## src/common/csd_defs.vh

```
`ifndef CSD_DEFS_VH
`define CSD_DEFS_VH

// ****************************************************
// beat geometry
// ****************************************************
`define CSD_DWORD_W 32
`define CSD_BEAT_DWORDS 16
`define CSD_BEAT_BYTES 64
`define CSD_DATA_W 512
`define CSD_PTR_W 5
`define CSD_POS_W 4

// ****************************************************
// packet layout
// ****************************************************
// descriptor length in dwords
`define CSD_DESC_DWORDS 3
// index of the last descriptor dword
`define CSD_DESC_LAST_IDX 2'h2
// saturated index meaning "in the payload"
`define CSD_PAYLOAD_IDX 2'h3
// aligned payload base: dword 4 is byte lane 16
`define CSD_ALIGN_BASE 4'h4
// straddle slots sit on multiples of this many dwords
`define CSD_SLOT_DWORDS 4
`define CSD_MAX_STARTS 3'h4

// ****************************************************
// reset and fixed values
// ****************************************************
`define CSD_KEEP_ALL 16'hFFFF
`define CSD_KEEP_NONE 16'h0000
`define CSD_BEAT_END 5'h10

`endif

```

## src/core/csd_delineator.v

```verilog
// Overview of operation
// - start flag bit zero rises in the beat carrying a packet's descriptor
// - sixty-four byte-valid bits mark payload bytes only, never descriptor or filler
// - byte-valid runs are contiguous except payloads of two dwords or less
// - zero-length read answer carries one payload dword with all byte-valid bits clear
// - address-aligned payload starts in the beat after the descriptor ends
// - address-aligned first payload byte lands on lanes 16 through 31
// - address-aligned keep bits run unbroken from dword 0 through the last descriptor or payload dword of the beat
// - in address-aligned mode, request alignment offset places the first payload dword in its 128-bit field
// - straddle build option allows up to four packet starts per beat
// - straddling only in dword-aligned placement; address-aligned is never straddled
// - while straddling, keep is all ones and last-beat stays low
// - without straddle only start flag bit zero may be set
// - straddled start flags are thermometer coded 0000 to 1111
// - first start position gives dword 0, 4, 8 or 12
// - second start position is 01, 10 or 11
// - third start position is 10 or 11
// - fourth start position is always 11
// - dword-aligned: three descriptor dwords then payload, one stream packet
// - valid stays high across a beat; ready low stretches the beat
// - end flags thermometer coded with a last-dword pointer per ending packet
// - abort flag in the last beat of a bad packet, no new start there
`timescale 1ns/10ps
`default_nettype none
`include "csd_defs.vh"

module csd_delineator #(
   parameter STRADDLE = 0
) (
   // clock and reset
   input wire sys_clk,
   input wire sys_rst,
   // configuration
   input wire cfg_addr_aligned,
   // completion dwords from the core, one per cycle
   input wire src_valid,
   output reg src_ready,
   input wire [`CSD_DWORD_W-1:0] src_dword,
   input wire [3:0] src_byte_valid,
   input wire src_first,
   input wire src_last,
   input wire src_abort,
   input wire [1:0] src_addr_offset,
   // stream master
   output reg completion_valid,
   input wire completion_ready,
   output reg [`CSD_DATA_W-1:0] completion_data_bus,
   output reg [`CSD_BEAT_DWORDS-1:0] completion_keep_bits,
   output reg completion_last_beat,
   // sideband
   output reg [`CSD_BEAT_BYTES-1:0] completion_byte_valid,
   output reg [3:0] packet_start_flags,
   output reg [1:0] first_start_position,
   output reg [1:0] second_start_position,
   output reg [1:0] third_start_position,
   output reg [1:0] fourth_start_position,
   output reg [3:0] packet_end_flags,
   output reg [3:0] first_end_position,
   output reg [3:0] second_end_position,
   output reg [3:0] third_end_position,
   output reg [3:0] fourth_end_position,
   output reg completion_discontinue
);

   // ****************************************************
   // helpers
   // ****************************************************
   function [3:0] thermo;
      input [2:0] n;
      begin
         case (n)
            3'h0: thermo = 4'h0;
            3'h1: thermo = 4'h1;
            3'h2: thermo = 4'h3;
            3'h3: thermo = 4'h7;
            default: thermo = 4'hF;
         endcase
      end
   endfunction

   // ones from dword 0 up to and including dword p
   function [`CSD_BEAT_DWORDS-1:0] keep_upto;
      input [`CSD_POS_W-1:0] p;
      integer k;
      begin
         keep_upto = `CSD_KEEP_NONE;
         for (k = 0; k < `CSD_BEAT_DWORDS; k = k + 1) begin
            if (k <= p) begin
               keep_upto[k] = 1'b1;
            end
         end
      end
   endfunction

   // next free straddle slot at or above p
   function [`CSD_PTR_W-1:0] slot_up;
      input [`CSD_PTR_W-1:0] p;
      begin
         slot_up = {p[4:2] + {2'h0, |p[1:0]}, 2'h0};
      end
   endfunction

   // ****************************************************
   // assembly beat state
   // ****************************************************
   reg [`CSD_DATA_W-1:0] asm_data;
   reg [`CSD_BEAT_DWORDS-1:0] asm_keep;
   reg [`CSD_BEAT_BYTES-1:0] asm_bv;
   reg [2:0] asm_starts;
   reg [7:0] asm_start_pos;
   reg [2:0] asm_ends;
   reg [15:0] asm_end_pos;
   reg asm_abort;
   reg [`CSD_PTR_W-1:0] asm_ptr;
   reg asm_done;
   reg [1:0] pkt_idx;
   reg [1:0] pkt_offset;
   // marks the first payload dword of an address-aligned packet
   reg pay_first;
   reg next_pay_first;

   reg [`CSD_DATA_W-1:0] next_data;
   reg [`CSD_BEAT_DWORDS-1:0] next_keep;
   reg [`CSD_BEAT_BYTES-1:0] next_bv;
   reg [2:0] next_starts;
   reg [7:0] next_start_pos;
   reg [2:0] next_ends;
   reg [15:0] next_end_pos;
   reg next_abort;
   reg [`CSD_PTR_W-1:0] next_ptr;
   reg next_done;
   reg [1:0] next_idx;
   reg [1:0] next_offset;
   reg [`CSD_POS_W-1:0] pos;
   reg [1:0] cur_offset;

   // config assumed static while traffic flows
   wire straddle_on = (STRADDLE != 0) && !cfg_addr_aligned;
   wire take = src_valid & src_ready;
   wire move = asm_done & (~completion_valid | completion_ready);

   // ****************************************************
   // beat assembly
   // ****************************************************
   // limitation: in straddle mode a beat left open after a packet end
   // closes only when more dwords arrive or position 16 is reached
   always @* begin
      next_data = asm_data;
      next_keep = asm_keep;
      next_bv = asm_bv;
      next_starts = asm_starts;
      next_start_pos = asm_start_pos;
      next_ends = asm_ends;
      next_end_pos = asm_end_pos;
      next_abort = asm_abort;
      next_ptr = asm_ptr;
      next_done = asm_done;
      next_idx = pkt_idx;
      next_offset = pkt_offset;
      next_pay_first = pay_first;
      cur_offset = src_first ? src_addr_offset : pkt_offset;
      pos = asm_ptr[`CSD_POS_W-1:0];
      if (move) begin
         next_data = {`CSD_DATA_W{1'b0}};
         next_keep = `CSD_KEEP_NONE;
         next_bv = {`CSD_BEAT_BYTES{1'b0}};
         next_starts = 3'h0;
         next_start_pos = 8'h00;
         next_ends = 3'h0;
         next_end_pos = 16'h0000;
         next_abort = 1'b0;
         next_ptr = 5'h00;
         next_done = 1'b0;
      end
      if (take) begin
         // only the first payload dword is offset; later payload beats start at dword 0
         next_pay_first = cfg_addr_aligned && (pkt_idx == `CSD_DESC_LAST_IDX)
            && !src_first && !src_last;
         // first payload dword in aligned mode opens a fresh beat
         if (cfg_addr_aligned && pay_first) begin
            pos = `CSD_ALIGN_BASE + {2'h0, cur_offset};
         end
         next_data[pos*`CSD_DWORD_W +: `CSD_DWORD_W] = src_dword;
         // filler dwords below pos stay kept but carry no valid bytes
         next_keep = asm_keep | keep_upto(pos);
         if (pkt_idx == `CSD_PAYLOAD_IDX && !src_first) begin
            // payload lanes copy the source enables as delivered
            next_bv[pos*4 +: 4] = src_byte_valid;
         end
         if (src_first) begin
            next_offset = src_addr_offset;
            next_start_pos[asm_starts[1:0]*2 +: 2] = pos[3:2];
            next_starts = asm_starts + 3'h1;
         end
         next_ptr = {1'b0, pos} + 5'h01;
         if (src_last) begin
            next_end_pos[asm_ends[1:0]*4 +: 4] = pos;
            next_ends = asm_ends + 3'h1;
            next_abort = asm_abort | src_abort;
            next_idx = 2'h0;
            if (!straddle_on || src_abort) begin
               next_done = 1'b1;
            end else begin
               next_ptr = slot_up({1'b0, pos} + 5'h01);
               if (next_ptr == `CSD_BEAT_END) begin
                  next_done = 1'b1;
               end
            end
         end else begin
            if (src_first) begin
               next_idx = 2'h1;
            end else if (pkt_idx != `CSD_PAYLOAD_IDX) begin
               next_idx = pkt_idx + 2'h1;
            end
            if (cfg_addr_aligned && pkt_idx == `CSD_DESC_LAST_IDX) begin
               next_done = 1'b1;
            end else if (next_ptr == `CSD_BEAT_END) begin
               next_done = 1'b1;
            end
         end
      end
   end

   // ****************************************************
   // assembly registers
   // ****************************************************
   always @(posedge sys_clk) begin
      if (sys_rst) begin
         pay_first <= 1'b0;
         asm_data <= {`CSD_DATA_W{1'b0}};
         asm_keep <= `CSD_KEEP_NONE;
         asm_bv <= {`CSD_BEAT_BYTES{1'b0}};
         asm_starts <= 3'h0;
         asm_start_pos <= 8'h00;
         asm_ends <= 3'h0;
         asm_end_pos <= 16'h0000;
         asm_abort <= 1'b0;
         asm_ptr <= 5'h00;
         asm_done <= 1'b0;
         pkt_idx <= 2'h0;
         pkt_offset <= 2'h0;
         src_ready <= 1'b0;
      end else begin
         pay_first <= next_pay_first;
         asm_data <= next_data;
         asm_keep <= next_keep;
         asm_bv <= next_bv;
         asm_starts <= next_starts;
         asm_start_pos <= next_start_pos;
         asm_ends <= next_ends;
         asm_end_pos <= next_end_pos;
         asm_abort <= next_abort;
         asm_ptr <= next_ptr;
         asm_done <= next_done;
         pkt_idx <= next_idx;
         pkt_offset <= next_offset;
         // registered ready: a closed beat blocks intake until it moves out
         src_ready <= ~next_done;
      end
   end

   // ****************************************************
   // output beat register
   // ****************************************************
   always @(posedge sys_clk) begin
      if (sys_rst) begin
         completion_valid <= 1'b0;
         completion_data_bus <= {`CSD_DATA_W{1'b0}};
         completion_keep_bits <= `CSD_KEEP_NONE;
         completion_last_beat <= 1'b0;
         completion_byte_valid <= {`CSD_BEAT_BYTES{1'b0}};
         packet_start_flags <= 4'h0;
         first_start_position <= 2'h0;
         second_start_position <= 2'h0;
         third_start_position <= 2'h0;
         fourth_start_position <= 2'h0;
         packet_end_flags <= 4'h0;
         first_end_position <= 4'h0;
         second_end_position <= 4'h0;
         third_end_position <= 4'h0;
         fourth_end_position <= 4'h0;
         completion_discontinue <= 1'b0;
      end else if (move) begin
         // only loads once the previous beat is taken
         completion_valid <= 1'b1;
         completion_data_bus <= asm_data;
         completion_keep_bits <= straddle_on ? `CSD_KEEP_ALL : asm_keep;
         completion_last_beat <= !straddle_on && (asm_ends != 3'h0);
         completion_byte_valid <= asm_bv;
         packet_start_flags <= thermo(asm_starts);
         first_start_position <= asm_start_pos[1:0];
         second_start_position <= asm_start_pos[3:2];
         third_start_position <= asm_start_pos[5:4];
         fourth_start_position <= asm_start_pos[7:6];
         packet_end_flags <= thermo(asm_ends);
         first_end_position <= asm_end_pos[3:0];
         second_end_position <= asm_end_pos[7:4];
         third_end_position <= asm_end_pos[11:8];
         fourth_end_position <= asm_end_pos[15:12];
         completion_discontinue <= asm_abort;
      end else if (completion_ready) begin
         completion_valid <= 1'b0;
      end
   end

endmodule
`default_nettype wire
```

## config.mk

```make
export PLATFORM = sky130hd
export DESIGN_NAME = csd_delineator
export DESIGN_NICKNAME = d
export VERILOG_FILES = /design/src/core/csd_delineator.v
export VERILOG_INCLUDE_DIRS = /design/src /design/src/common
export SDC_FILE = /design/constraint.sdc
export NUM_CORES = 2
export LEC_CHECK = 0
export ABC_AREA = 0
export BUFFER_PORTS_ARGS = -buffer_cell sky130_fd_sc_hd__buf_2
export CAP_MARGIN = 30
export CORE_UTILIZATION = 35
export CTS_CLUSTER_DIAMETER = 150
export DETAILED_ROUTE_END_ITERATION = 10
export SLEW_MARGIN = 20
export SYNTH_ARGS = -nofsm -noshare
export SYNTH_HDL_FRONTEND = slang
export SYNTH_SLANG_ARGS = --single-unit
```

## constraint.sdc

```tcl
create_clock -name sys_clk -period 6 [get_ports sys_clk]
set_clock_uncertainty 0.05 [all_clocks]
set_input_delay 0.6 -clock sys_clk [delete_from_list [all_inputs] [get_ports sys_clk]]
set_output_delay 0.6 -clock sys_clk [all_outputs]
set_load 0.05 [all_outputs]
```

==> metrics.txt <==
sequential share of power=0.476; routed via count=41000; # fillers=12800; area of the multi-input gates=18100 sq um; Clock Latency Late Sink=0.79 ns; most frequent cells in the layout=nand2_1 (1529), dfxtp_1 (1261), a21oi_1 (689); f_max=0.241 GHz; clk slew on worst S/H paths=0.06 ns; Synth async-reset ratio=0; clock tree buffer depth=3; Netlist cell types=53; nets@finish=5953; first-pass GRT wire length=249 mm; Final Hold Viols=0; area added between synthesis and finish=20.8%; worst reg-to-reg setup slack=1.85 ns; Pwr Density=324 nW/um^2; setup ws final=1.85 ns; Slew Viols, Final=0; Die Width=361 um; most common cell after layout, fill and taps aside=nand2_1; Ports=674; leakage power=0.0204 uW; routability cong.=0.844; hold depth=2; HPWL after DPL=108 mm; Reg area=25200 sq um; Seq cells post-synth=1261; switching share of power=0.242; CP Data Arrival Time=4.74 ns; Hold Worst Slack=0.132 ns; min Tclk post-route=4.15 ns; warnings from Yosys=0; Worst Tran Pin Value=1.13 ns; DR WL/cell=22.4 um; GRT Util Overall=0.253; Post-synth EDFFs=0; maxcap violations=0; WHS Endpoint=asm_data[221]$_SDFF_PP0_; final period utilization=0.692; CTS root buf=clkbuf_16; largest net degree at the start of global routing=217; first-pass detailed-route iteration total=5; synthesized area per cell=8.23 sq um; crit path capture type=flip-flop; PortBufs=673; Worst R2R Path Depth=11; H-tree levels=4; critical path peak fanout=60; hold crit path type=in2reg; die area=130000 sq um; vias in the first global route=37700; Post CTS Setup Buffer Count=0; Synth Flop Type=dfxtp_1; startpoint types=flip-flop; Layout Utilization=0.427; mapped cell area=45100 sq um; WP data required=6.58 ns; clock power share=0.484; Sw Pwr=4260 uW; clock sink count=1261; PostCTS Resize Cnt=0; worst vdd ir=0.266 mV; Slew HR=0.247; DRC Markers=0; TritonCTS Buffers=137; Vias/cell=5.36; core area=128000 sq um; Initial DRC Count=4704; Combinational Power Share=0.040; initial antenna violation count=19; outcome=finished, final reports clean; Critical R2R Launch=pay_first$_SDFFE_PP0P_; Hold Crit Start=sys_rst; Mapped Cells=5479; setup tns final=0 ns; share of layout cells above drive strength 1=0.173; Initial Utilization=0.353; antenna-violating nets left=0; Core Rows=131; RSZ-0062 raised after global routing=false; syn nets=5548; Overflow after GRT=0; critical path class=reg2reg; RR Endpoint=asm_data[267]$_SDFF_PP0_; final WL=171 mm; Die Y=361 um; TritonCTS clock tree=built; Setup Viol. Count Final=0; post-synthesis sequential area ratio=0.560; Internal=13400 uW; pre-CTS WS=1.53 ns
-- worst max-delay path, stage by stage (launching register included) --
cell and delay [ns]:
dfxtp_1 0.40, nand2_1 0.10, buf_4 0.35, and2_1 0.49, inv_1 0.19, ha_1 0.38, and3_1 0.43, o211ai_1 0.39
or3_2 0.54, buf_4 0.30, nand3_1 0.17, o21ai_0 0.09
-- Yosys cell counts, types with 31 or more instances --
library cell | n | area (sq um)
nand2_1 | 1533 | 5750
dfxtp_1 | 1261 | 25200
a21oi_1 | 693 | 3470
clkbuf_1 | 443 | 1660
nor2_1 | 295 | 1110
o21ai_0 | 220 | 1100
a31oi_1 | 192 | 1200
nand3_1 | 183 | 916
nor3_1 | 153 | 766
a22o_1 | 81 | 709
nor4b_1 | 63 | 552
a22oi_1 | 50 | 375
nor2b_1 | 35 | 219
buf_1 | 34 | 128
o2111ai_1 | 31 | 272
-- logic make-up after synthesis --
logic type | synth area share
buffers and inverters | 0.0441
adder cells (fa/ha/maj) | 0.00638
AND/OR/NAND/NOR | 0.219
flip-flops | 0.560
XOR/XNOR | 0.000388
multiplexers | 0.00524
AO/OA/AOI/OAI | 0.165
-- power groups by stage --
stage / clock [uW] / combinational, uW / sequential, uW
floorplan: 0 / 369 / 8590
global placement: 0 / 674 / 8580
detailed placement: 0 / 690 / 8580
CTS: 8700 / 693 / 8400
global route: 9050 / 731 / 8400
finish: 8550 / 700 / 8400
-- worst max-delay path by stage --
stage	from	end	slack, ns	cells after the start
after global placement	cfg_addr_aligned	asm_bv[0]$_SDFF_PP0_	1.64	11
after floorplan	src_first	asm_data[481]$_SDFF_PP0_	2.64	12
after CTS	pay_first$_SDFFE_PP0P_	asm_data[217]$_SDFF_PP0_	1.88	10
final	pay_first$_SDFFE_PP0P_	asm_data[267]$_SDFF_PP0_	1.85	11
after global routing	asm_ptr[2]$_SDFFE_PP0P_	asm_bv[47]$_SDFF_PP0_	1.59	7
after detailed placement	cfg_addr_aligned	asm_bv[47]$_SDFF_PP0_	1.53	10
-- state kept, by name (all words and copies together) (netlist names), 3 cells and up --
signal	count
asm_start_pos	8
asm_ends	3
asm_ptr	4
asm_data	512
asm_keep	16
completion_keep_bits	16
fourth_end_position	4
asm_end_pos	16
completion_byte_valid	64
asm_bv	64
second_end_position	4
packet_end_flags	4
third_end_position	4
first_end_position	4
packet_start_flags	4
asm_starts	3
completion_data_bus	512
-- final cells by class --
cell class / count / area share
Antenna cell: 3 / 0.000138
Clock buffer: 201 / 0.0716
Clock inverter: 45 / 0.0119
Inverter: 14 / 0.000965
Multi-Input combinational cell: 3698 / 0.332
Sequential cell: 1261 / 0.463
Tap cell: 1662 / 0.0382
Timing Repair Buffer: 772 / 0.0817
-- timing repair --
action                                  4_1_cts  5_1_grt
hold buffers                                  3        0
hold endpoints to repair                      3        0
endpoints found under the setup margin        0        0
-- metrics by stage --
step	std cells	area, sq um	power [uW]
after CTS	7651	54400	17800
after floorplan	5479	45100	8960
after detailed placement	7402	49800	9270
after global routing	7653	54500	18200
final	7656	54500	17600
after global placement	7391	49600	9260
-- per-layer routing --
layer  vias to the layer above  track usage  share of wire
li1                      19300            -              -
met1                     19700        0.312           0.39
met2                      1669        0.410           0.47
met3                       372       0.0562          0.084
met4                         2        0.138          0.059
met5                         -            0       0.000053
Power figures use the tool's default switching activity.
